[config.mk]
export PLATFORM = sky130hd
export DESIGN_NAME = spc_serial_port_config
export DESIGN_NICKNAME = d
export VERILOG_FILES = /design/src/hdl/spc_pkg.sv /design/src/hdl/spc_serial_port_config.sv
export VERILOG_INCLUDE_DIRS = /design/src /design/src/hdl
export SDC_FILE = /design/constraint.sdc
export NUM_CORES = 1
export LEC_CHECK = 0
export BUFFER_PORTS_ARGS = -buffer_cell sky130_fd_sc_hd__buf_2
export CORE_AREA = 10 10 120 122
export DETAILED_ROUTE_END_ITERATION = 12
export DIE_AREA = 0 0 130 132
export GPL_TIMING_DRIVEN = 0
export PLACE_DENSITY = 0.77
export SYNTH_ARGS = -nofsm -noshare
export SYNTH_HDL_FRONTEND = slang
export SYNTH_SLANG_ARGS = --single-unit
[constraint.sdc]
create_clock -name clk -period 7.5 [get_ports clk]
set_input_delay 0.75 -clock clk [delete_from_list [all_inputs] [get_ports clk]]
set_output_delay 0.75 -clock clk [all_outputs]
set_load 0.01 [all_outputs]
[src/hdl/spc_params.svh]
// Serial port configuration constants: offsets, fields, reset values
`ifndef SPC_PARAMS_SVH
`define SPC_PARAMS_SVH
`define SPC_ADDR_CFG 13'h0000
`define SPC_ADDR_RDSEL 13'h0004
`define SPC_ADDR_VER_LO 13'h0005
`define SPC_ADDR_VER_HI 13'h0006
`define SPC_ADDR_DIV_LO 13'h0010
`define SPC_ADDR_DIV_HI 13'h0011
`define SPC_CFG_DIR_BIT 7
`define SPC_CFG_LSB_BIT 6
`define SPC_CFG_SRST_BIT 5
`define SPC_INSTR_RW_BIT 15
`define SPC_INSTR_LAST 4'hF
`define SPC_BYTE_LAST 4'h7
`define SPC_RST_DIR 1'b0
`define SPC_RST_LSB 1'b0
`define SPC_RST_RDSEL 1'b0
`define SPC_RST_VER 8'h00
`define SPC_RST_DIV 10'h000
`endif

[src/hdl/spc_pkg.sv]
// Types shared by the serial port configuration block
package spc_pkg;
  typedef enum logic {SPC_INSTR, SPC_DATA} spc_state_e;
  typedef struct packed {
    logic csbN;
    logic sclk;
    logic sdio;
  } spc_link_s;
  typedef logic [12:0] spc_addr_t;
endpackage

[src/hdl/spc_serial_port_config.sv]
// Serial port configuration registers with SPI slave and reference divider
`timescale 1ns/100ps
`default_nettype none
`include "spc_params.svh"
//
// Overview of operation
// Direction bit 0: bidirectional pin, output pin off
// Direction bit 1: reads driven on output pin
// Order bit 0: MSB first, address decrements
// Order bit 1: LSB first, address increments
// I2C mode ignores direction and order bits
// Soft reset bit restores defaults, self clears
// Host mirrors high nibble into low nibble
// Readback select 0 returns active values
// Readback select 1 returns buffered pending values
// 16-bit version ID at 0x005/0x006, default zero
// Version ID affects no device behaviour
// Ten-bit divider split over 0x010 and 0x011
// Divider 0 or 1 divides by one
// Reserved bits read zero, writes ignored
module spc_serial_port_config
  import spc_pkg::*;
(
  input wire logic clk,
  input wire logic rst_n,
  input wire spc_link_s link,
  input wire logic i2cMode,
  input wire logic ioUpdate,
  input wire logic refIn,
  output logic sdioOut_r,
  output logic sdioOe_r,
  output logic serialOutPin_r,
  output logic serialOutPinOe_r,
  output logic refDivPulse_r
);

  // ****************************************
  // Functions
  // ****************************************
  function automatic logic [7:0] rev8(input logic [7:0] v);
    logic [7:0] r;
    r = '0;
    for (int i = 0; i < 8; i++)
    begin
      r[i] = v[7 - i];
    end
    return r;
  endfunction

  // ****************************************
  // Pin synchronisers
  // ****************************************
  logic [5:0] syncA_r;
  logic [5:0] syncB_r;
  logic sclkPrev_r;
  logic refPrev_r;
  logic updPrev_r;

  always_ff @(posedge clk or negedge rst_n)
  begin
    if (!rst_n)
    begin
      syncA_r <= 6'h20; // Idle pin levels, so no false edge follows reset
      syncB_r <= 6'h20;
      sclkPrev_r <= 1'b0;
      refPrev_r <= 1'b0;
      updPrev_r <= 1'b0;
    end
    else
    begin
      syncA_r <= {link.csbN, link.sclk, link.sdio, i2cMode, ioUpdate, refIn};
      syncB_r <= syncA_r;
      sclkPrev_r <= syncB_r[4];
      refPrev_r <= syncB_r[0];
      updPrev_r <= syncB_r[1];
    end
  end

  wire csbS = syncB_r[5];
  wire sclkS = syncB_r[4];
  wire sdioS = syncB_r[3];
  wire i2cS = syncB_r[2];
  wire updEdge = syncB_r[1] & ~updPrev_r;
  wire refEdge = syncB_r[0] & ~refPrev_r;

  // ****************************************
  // Registers and decode
  // ****************************************
  logic dirBit_r;
  logic lsbBit_r;
  logic rdSel_r;
  logic [7:0] verLo_r;
  logic [7:0] verHi_r;
  logic [9:0] divBuf_r;
  logic [9:0] divAct_r;
  spc_state_e state_r;
  logic [15:0] shift_r;
  logic [3:0] bitCnt_r;
  logic rd_r;
  spc_addr_t addr_r;

  wire dirEff = dirBit_r & ~i2cS;
  wire lsbEff = lsbBit_r & ~i2cS;
  wire spiActive = ~csbS & ~i2cS;
  wire sclkRise = sclkS & ~sclkPrev_r & spiActive;
  wire sclkFall = ~sclkS & sclkPrev_r & spiActive;
  wire [15:0] shiftNxt = {shift_r[14:0], sdioS};
  wire [15:0] instrWord = lsbEff ? {rev8(shiftNxt[7:0]), rev8(shiftNxt[15:8])} : shiftNxt;
  wire [7:0] byteVal = lsbEff ? rev8(shiftNxt[7:0]) : shiftNxt[7:0];
  wire instrDone = sclkRise && state_r == SPC_INSTR && bitCnt_r == `SPC_INSTR_LAST;
  wire byteDone = sclkRise && state_r == SPC_DATA && bitCnt_r == `SPC_BYTE_LAST;
  wire wrStrobe = byteDone && !rd_r;
  wire softRst = wrStrobe && addr_r == `SPC_ADDR_CFG && byteVal[`SPC_CFG_SRST_BIT];
  wire spc_addr_t addrStep = lsbEff ? addr_r + 13'h0001 : addr_r - 13'h0001;
  wire [9:0] divRead = rdSel_r ? divBuf_r : divAct_r;
  // Soft reset bit always reads zero; low nibble shows the mirror
  wire [7:0] cfgRead = {dirBit_r, lsbBit_r, 2'b00, 2'b00, lsbBit_r, dirBit_r};
  wire [7:0] readData =
    addr_r == `SPC_ADDR_CFG ? cfgRead :
    addr_r == `SPC_ADDR_RDSEL ? {7'h00, rdSel_r} :
    addr_r == `SPC_ADDR_VER_LO ? verLo_r :
    addr_r == `SPC_ADDR_VER_HI ? verHi_r :
    addr_r == `SPC_ADDR_DIV_LO ? divRead[7:0] :
    addr_r == `SPC_ADDR_DIV_HI ? {6'h00, divRead[9:8]} :
    8'h00;
  wire [2:0] bitIdx = lsbEff ? bitCnt_r[2:0] : 3'h7 - bitCnt_r[2:0];

  // ****************************************
  // Register file
  // ****************************************
  // Version ID is stored only; nothing below reads it but the readback
  always_ff @(posedge clk or negedge rst_n)
  begin
    if (!rst_n)
    begin
      dirBit_r <= `SPC_RST_DIR;
      lsbBit_r <= `SPC_RST_LSB;
      rdSel_r <= `SPC_RST_RDSEL;
      verLo_r <= `SPC_RST_VER;
      verHi_r <= `SPC_RST_VER;
      divBuf_r <= `SPC_RST_DIV;
      divAct_r <= `SPC_RST_DIV;
    end
    else if (softRst)
    begin
      dirBit_r <= `SPC_RST_DIR;
      lsbBit_r <= `SPC_RST_LSB;
      rdSel_r <= `SPC_RST_RDSEL;
      verLo_r <= `SPC_RST_VER;
      verHi_r <= `SPC_RST_VER;
      divBuf_r <= `SPC_RST_DIV;
      divAct_r <= `SPC_RST_DIV;
    end
    else
    begin
      if (wrStrobe && addr_r == `SPC_ADDR_CFG)
      begin
        dirBit_r <= byteVal[`SPC_CFG_DIR_BIT];
        lsbBit_r <= byteVal[`SPC_CFG_LSB_BIT];
      end
      if (wrStrobe && addr_r == `SPC_ADDR_RDSEL)
        rdSel_r <= byteVal[0];
      if (wrStrobe && addr_r == `SPC_ADDR_VER_LO)
        verLo_r <= byteVal;
      if (wrStrobe && addr_r == `SPC_ADDR_VER_HI)
        verHi_r <= byteVal;
      if (wrStrobe && addr_r == `SPC_ADDR_DIV_LO)
        divBuf_r[7:0] <= byteVal;
      if (wrStrobe && addr_r == `SPC_ADDR_DIV_HI)
        divBuf_r[9:8] <= byteVal[1:0];
      if (updEdge)
        divAct_r <= divBuf_r;
    end
  end

  // ****************************************
  // SPI slave
  // ****************************************
  always_ff @(posedge clk or negedge rst_n)
  begin
    if (!rst_n)
    begin
      state_r <= SPC_INSTR;
      shift_r <= 16'h0000;
      bitCnt_r <= 4'h0;
      rd_r <= 1'b0;
      addr_r <= 13'h0000;
    end
    else if (!spiActive)
    begin
      state_r <= SPC_INSTR;
      bitCnt_r <= 4'h0;
    end
    else if (sclkRise)
    begin
      shift_r <= shiftNxt;
      case (state_r)
        SPC_INSTR:
        begin
          bitCnt_r <= instrDone ? 4'h0 : bitCnt_r + 4'h1;
          if (instrDone)
          begin
            state_r <= SPC_DATA;
            rd_r <= instrWord[`SPC_INSTR_RW_BIT];
            addr_r <= instrWord[12:0];
          end
        end
        SPC_DATA:
        begin
          bitCnt_r <= byteDone ? 4'h0 : bitCnt_r + 4'h1;
          if (byteDone)
            addr_r <= addrStep;
        end
        default:
        begin
          state_r <= SPC_INSTR;
          bitCnt_r <= 4'h0;
        end
      endcase
    end
  end

  // Read bits change on the falling edge so the host samples on rising
  always_ff @(posedge clk or negedge rst_n)
  begin
    if (!rst_n)
    begin
      sdioOut_r <= 1'b0;
      sdioOe_r <= 1'b0;
      serialOutPin_r <= 1'b0;
      serialOutPinOe_r <= 1'b0;
    end
    else if (!spiActive)
    begin
      sdioOe_r <= 1'b0;
      serialOutPinOe_r <= 1'b0;
    end
    else if (sclkFall && state_r == SPC_DATA && rd_r)
    begin
      sdioOut_r <= readData[bitIdx];
      serialOutPin_r <= readData[bitIdx];
      sdioOe_r <= ~dirEff;
      serialOutPinOe_r <= dirEff;
    end
  end

  // ****************************************
  // Reference input one divider
  // ****************************************
  logic [9:0] divCnt_r;
  wire [9:0] divEff = (divAct_r <= 10'h001) ? 10'h001 : divAct_r;
  wire divWrap = divCnt_r >= divEff - 10'h001;

  always_ff @(posedge clk or negedge rst_n)
  begin
    if (!rst_n)
    begin
      divCnt_r <= 10'h000;
      refDivPulse_r <= 1'b0;
    end
    else
    begin
      refDivPulse_r <= refEdge && divWrap;
      if (refEdge)
        divCnt_r <= divWrap ? 10'h000 : divCnt_r + 10'h001;
    end
  end

  // ****************************************
  // Checks
  // ****************************************
  chk_sdio_dir: assert property (@(posedge clk) disable iff (!rst_n)
    $rose(sdioOe_r) |-> $past(!dirEff)) else $error("SDIO driven in unidirectional mode");
  chk_outpin_dir: assert property (@(posedge clk) disable iff (!rst_n)
    serialOutPinOe_r |-> !sdioOe_r && (dirEff || !spiActive || $past(dirEff)))
    else $error("Output pin use does not match direction bit");
  chk_addr_step: assert property (@(posedge clk) disable iff (!rst_n || softRst)
    byteDone |=> addr_r == ($past(lsbEff) ? $past(addr_r) + 13'h0001 : $past(addr_r) - 13'h0001))
    else $error("Address step direction wrong");
  chk_i2c_ignore: assert property (@(posedge clk) disable iff (!rst_n)
    i2cS |-> !dirEff && !lsbEff && !serialOutPinOe_r ##1 !sdioOe_r) else $error("Bit settings used in I2C mode");
  chk_soft_reset: assert property (@(posedge clk) disable iff (!rst_n)
    softRst |=> verLo_r == `SPC_RST_VER && divBuf_r == `SPC_RST_DIV && !dirBit_r && cfgRead[5] == 1'b0)
    else $error("Soft reset did not restore defaults");
  chk_readback_sel: assert property (@(posedge clk) disable iff (!rst_n)
    addr_r == `SPC_ADDR_DIV_LO |-> readData == (rdSel_r ? divBuf_r[7:0] : divAct_r[7:0]))
    else $error("Readback source select wrong");
  chk_update_copy: assert property (@(posedge clk) disable iff (!rst_n || softRst)
    updEdge |=> divAct_r == $past(divBuf_r)) else $error("Update did not apply buffer");
  chk_version_wr: assert property (@(posedge clk) disable iff (!rst_n || softRst)
    wrStrobe && addr_r == `SPC_ADDR_VER_HI |=> verHi_r == $past(byteVal)) else $error("Version ID write lost");
  chk_div_pulse: assert property (@(posedge clk) disable iff (!rst_n)
    refEdge && divWrap |=> refDivPulse_r ##1 (divEff == 10'h001 || !refDivPulse_r))
    else $error("Divider pulse timing wrong");
  chk_reserved_zero: assert property (@(posedge clk) disable iff (!rst_n)
    addr_r == `SPC_ADDR_DIV_HI |-> readData[7:2] == 6'h00) else $error("Reserved bits not zero");

endmodule
`default_nettype wire

Word-level counts from Yosys, hierarchy flattened. Index checks and enable logic that the tools add are counted.

Register bits after elaboration: 102. Bits in latches: 0. Bits in writable memories: 0. ROM bits: 0. Bits of input ports: 8. Output and inout bits: 5. Word-level logic and storage cells: 134. Memories: 0.

Add/subtract/negate cells: 6. $mul: 0. Divide/modulo/power cells: 0. Order comparisons: 3. Equal/unequal tests: 11. Shift-type cells: 0. Multiplexer cells: 46. Bitwise logic cells: 17. Reductions and logical operators: 28.

Operators with widths (number): 8-bit 2-to-1 mux (11); 10-bit 2-to-1 mux (6); 13-bit by 3-bit equality test with 1-bit output (second input constant) (3); 13-bit 2-to-1 mux (3); 13-bit by 5-bit equality test with 1-bit output (second input constant) (2); 13-bit case mux with 2 select lines (1); 16-bit 2-to-1 mux (1); 4-bit 2-to-1 mux (4); 1-bit logical AND (15); 1-bit 2-to-1 mux (15); 2-bit nonzero test (7); 13-bit by 1-bit adder with 13-bit output (second input constant) (1); 13-bit logical NOT (1); 13-bit by 1-bit subtractor with 13-bit output (second input constant) (1); 10-bit by 1-bit adder with 10-bit output (second input constant) (1); 10-bit greater-or-equal comparator (1); 10-bit by 1-bit less-or-equal comparator with 1-bit output (second input constant) (1); 10-bit by 1-bit subtractor with 10-bit output (second input constant) (1); 1-bit AND (9); 1-bit inverter (8); 4-bit case mux with 2 select lines (1); 4-bit AND reduction (2); 2-bit by 1-bit inequality test with 1-bit output (second input constant) (3); 4-bit by 1-bit adder with 4-bit output (second input constant) (1); 10 further kinds (12).

Longest topological paths before layout.
Depth after elaboration: 9. Mapped depth: 15. Mapped depth without buffers: 14.

Worst setup path after synthesis. No wires, ideal clock.

Path type: register to register. From: register divAct_r[3]. To: register divCnt_r[3]. Setup time: 72 ps. Arrival: 3349 ps. Data required time: 7428 ps. Setup slack: 4080 ps. Cell stages (with the launch flop): 16. Buffers on the path: 1. Period minus slack after synthesis: 3420 ps. Path through: dfrtp_1 > or4_1 > nor4_1 > a21oi_1 > ha_1 > nand2b_1 > nor2_1 > xnor2_1 > ha_1 > a2111o_1 > a31oi_1 > o21ai_0 > a221o_1 > and2_1 > clkbuf_1 > nor2_1.

Longest elaborated chain between the ends: 5.

Ends and longest elaborated chain: from (decl) (line spc_serial_port_config.sv:95) `logic [9:0] divAct_r;`; from (signal assigned) (line spc_serial_port_config.sv:142) `` divAct_r <= `SPC_RST_DIV; ``; from (signal assigned) (line spc_serial_port_config.sv:152) `` divAct_r <= `SPC_RST_DIV; ``; from (signal assigned) (line spc_serial_port_config.sv:172) `divAct_r <= divBuf_r;`; 10-bit by 1-bit less-or-equal comparator with 1-bit output (line spc_serial_port_config.sv:251) `wire [9:0] divEff = (divAct_r <= 10'h001) ? 10'h001 : divAct_r;`; 10-bit 2-to-1 mux (*) (line spc_serial_port_config.sv:251); 10-bit by 1-bit subtractor with 10-bit output (*) (line spc_serial_port_config.sv:252) `wire divWrap = divCnt_r >= divEff - 10'h001;`; 10-bit greater-or-equal comparator (*) (line spc_serial_port_config.sv:252); 10-bit 2-to-1 mux (*) (line spc_serial_port_config.sv:265) `divCnt_r <= divWrap ? 10'h000 : divCnt_r + 10'h001;`; to (signal assigned) (line spc_serial_port_config.sv:265); to (decl) (line spc_serial_port_config.sv:250) `logic [9:0] divCnt_r;`.

Every way passes the cells marked *; elsewhere a longest branch is shown, timed or not. A chain may end at the register's enable or synchronous reset.

Final worst setup path.
From: register lsbBit_r. To: register addr_r[9].

Longest elaborated chain between the ends: 4. Elaborated cells on any way between the ends: 6. Classes of those cells: mux (5); bitwise (1).

Ends and longest elaborated chain: from (decl) (line spc_serial_port_config.sv:90) `logic lsbBit_r;`; from (signal assigned) (line spc_serial_port_config.sv:137) `` lsbBit_r <= `SPC_RST_LSB; ``; from (signal assigned) (line spc_serial_port_config.sv:147) `` lsbBit_r <= `SPC_RST_LSB; ``; from (signal assigned) (line spc_serial_port_config.sv:159) `` lsbBit_r <= byteVal[`SPC_CFG_LSB_BIT]; ``; 1-bit AND (*) (line spc_serial_port_config.sv:103) `wire lsbEff = lsbBit_r & ~i2cS;`; 13-bit 2-to-1 mux / 16-bit 2-to-1 mux (equally long branches) (line spc_serial_port_config.sv:114, spc_serial_port_config.sv:108); 13-bit 2-to-1 mux, on equally long branches (line spc_serial_port_config.sv:211, spc_serial_port_config.sv:201); 13-bit case mux with 2 select lines (*) (line spc_serial_port_config.sv:197) `case (state_r)`; to (signal assigned) (line spc_serial_port_config.sv:205) `addr_r <= instrWord[12:0];`; to (signal assigned) (line spc_serial_port_config.sv:212) `addr_r <= addrStep;`; to (decl) (line spc_serial_port_config.sv:100) `spc_addr_t addr_r;`.

Every way passes the cells marked *; elsewhere a longest branch is shown, timed or not. The select of a mux whose other input is x is not followed.

==> run_results.csv <==
group,metric,value,unit
sta,relSlewSlack,23.3,%
die,pin_count,13,
critical_path,crit_arrival,4.26,ns
critical_path,ff2ff_path_depth,12,
sta,slew_viol_final,0,
grt,track_usage,16.9,%
sta,setup_viol,0,
min_path,holdPathStages,0,
critical_path,r2r_setup_slack,3.47,ns
placed_design,dp_hpwl,10.5,mm
grt,grt_max_degree,53,
synthesis,synthFlopType,"dfrtp_1",
die,start_util,49.8,%
sta,setup_tns,0,ns
cts,hold_buffers,0,
sta,worst_pin_slew,1.15,ns
sta,setup_ws,3.47,ns
cts,cts_tree,"done",
power_and_ir_drop,p_leak,0.00274,uW
synthesis,postSynthRegisterBits,102,
cts,clock-sinks,102,
sta,rsz0062_at_grt,"no",
route,routed_wl,14.2,mm
sta,fin_crit_sh,53.7,%
die,die_height,132,um
cts,post-cts-setup-buffers,0,
placed_design,dp_cells,781,
synthesis,avgSynthCellArea,9.55,um2
die,dieWidth,130,um
route,avgRoutedWirePerCell,17.8,um
critical_path,regToRegEndpoint,"addr_r[9]",
route,drtAntennaViolNets,0,
synthesis,ys_types,72,
critical_path,cp_max_fo,21,
power_and_ir_drop,p_per_area,172,mW/mm2
min_path,min_from,"syncA_r[3]",
placed_design,place_congestion,0.927,
synthesis,yosys_warnings,0,
die,dieArea,0.0172,mm2
synthesis,synth_area,0.00593,mm2
finish,postLayoutCoreUtil,54.5,%
cts,clockBufferDepth,2,
finish,layout.nets,678,
route,via_count,4803,
synthesis,ys_seq_area_share,43.1,%
finish,drive_gt1_share,13.1,%
die,core,0.0119,mm2
sta,final.min_clock_period,4.03,ns
placed_design,numPortBuffers,12,
min_path,hold_path_class,"flip-flop to flip-flop",
power_and_ir_drop,vdd_ir_drop_max,100,uV
synthesis,netlist_instances,621,
cts,clk_pin_slew_worst_paths,0.07,ns
cts,cts_resized,0,
min_path,worstHoldEndpoint,"syncB_r[3]",
route,drt_iter0_markers,495,
grt,grt_antenna_before_repair,0,
grt,globalRouteOverflowTotal,0,
critical_path,worstPathRequired,7.72,ns
critical_path,cp-start-kind,"flip-flop",
placed_design,place_ws,3.59,ns
cts,cts-root-buf,"clkbuf_16",
synthesis,synthArstFlopShare,100,%
cts,insertion_delay,0.36,ns
grt,grt_pass1_vias,4744,
cts,cts_made_buffers,9,
grt,grt_pass1_wl,23.6,mm
cts,h-tree-depth,3,
route,remaining_drc_errors,0,
critical_path,timing.rr.start,"lsbBit_r",
critical_path,endpoint_kind,"flip-flop",
finish,diodes,0,
status,status,"finished, final reports clean",
critical_path,critPathKind,"flip-flop to flip-flop",
sta,hold_viol_final,0,
synthesis,synth_enable_flop_cells,0,
die,num_rows,40,
route,drtPass1Iterations,5,
synthesis,syn-num-nets,654,
sta,skew,0.00800,ns
sta,fmax,0.248,GHz
run,maxCapViolCount,0,
route,via_per_inst,6.04,
finish,instances_no_fill,795,
finish,synthToLayoutAreaGrowth,9.43,%
## flip-flops by register name, summed over array words and instances, names as in the netlist, 4 cells and up
register,flops
addr_r,13
bitCnt_r,4
divAct_r,10
divBuf_r,10
divCnt_r,10
shift_r,15
syncA_r,6
syncB_r,6
verHi_r,8
verLo_r,8
## kinds of logic after synthesis
kind of cell / synth area share [%]
muxes: 5.87
AOI/OAI and AO/OA: 18.0
adders and majority gates: 5.40
buffers and inverters: 3.61
xor gates and xnor gates: 4.14
DFF: 43.1
and+or+nand+nor: 19.9
## placed cells by master, fill, tap and decap left out, types with 13 or more instances in the layout
master	synthesis	layout
nand2_1	67	67
buf_2	6	17
mux2_2	18	18
nor2_1	57	57
o21ai_0	28	28
a211oi_1	25	25
ha_1	24	24
nand2b_1	13	13
dfrtp_1	100	100
xnor2_1	21	21
nand3_1	14	14
a21oi_1	61	61
clkbuf_1	17	17
## per-layer routing
metal | GRT usage, % | up-vias | routed length (um)
met4 | 7.00 | 0 | 299
met5 | 0 | - | 0
met1 | 23.0 | 2344 | 6360
met2 | 25.8 | 159 | 6730
met3 | 2.90 | 23 | 795
li1 | - | 2277 | -
## worst max-delay path: stages (launching register included)
cell and delay [ns]:
dfrtp_1 0.46, nor2b_1 0.16, buf_2 0.17, inv_2 0.16
clkbuf_1 0.87, ha_1 0.41, a211oi_1 0.44, o21ai_0 0.19
a31o_2 0.28, a21boi_0 0.36, xnor2_1 0.11, a21oi_1 0.19
a21oi_1 0.09
## cells in the mapped netlist, types with 11 or more instances
library cell  count  share of area (%)
nand2b_1         13                1.4
nand3_1          14                1.2
nor2_1           57                3.6
a211oi_1         25                3.2
nand2_1          67                4.2
dfrtp_1         100                 42
o21ai_0          28                2.4
xnor2_1          21                3.1
clkbuf_1         17                1.1
ha_1             24                5.1
a21oi_1          61                5.1
mux2_2           18                3.4
and2_1           12                1.3
nor3_1           11               0.93
## worst max path at each step
stage,end,slack (ns),cells past startpoint,from
4_1_cts,addr_r[11],3.56,12,lsbBit_r
5_1_grt,addr_r[9],3.23,12,lsbBit_r
2_1_floorplan,divCnt_r[3],4.08,15,divAct_r[3]
3_3_place_gp,addr_r[11],3.81,12,lsbBit_r
6_report,addr_r[9],3.47,12,lsbBit_r
3_5_place_dp,addr_r[11],3.59,12,lsbBit_r
## report_power, final
group | internal (uW) | switching (uW) | leakage [uW]
clock | 256 | 206 | 0.000138
sequential | 563 | 15.1 | 0.00138
combinational | 25.7 | 49.2 | 0.00122
## layout make-up
cell class | count | area, um2
Buffer | 35 | 180
Clock inverter | 5 | 60.1
Tap cell | 147 | 184
Timing Repair Buffer | 13 | 90.1
Clock buffer | 9 | 225
Sequential cell | 102 | 2550
Multi-Input combinational cell | 475 | 3160
Inverter | 9 | 33.8
Fill cell | 1064 | 5420
## through the flow
step	instance area [um2]	total power, uW	hold slack, ns
2_1_floorplan	5930	628	0.331
3_3_place_gp	6170	659	0.332
3_5_place_dp	6200	663	0.337
4_1_cts	6490	1120	0.352
5_1_grt	6490	1160	0.361
6_report	6490	1110	0.352
Note: power is estimated with default switching activity, not from simulation.
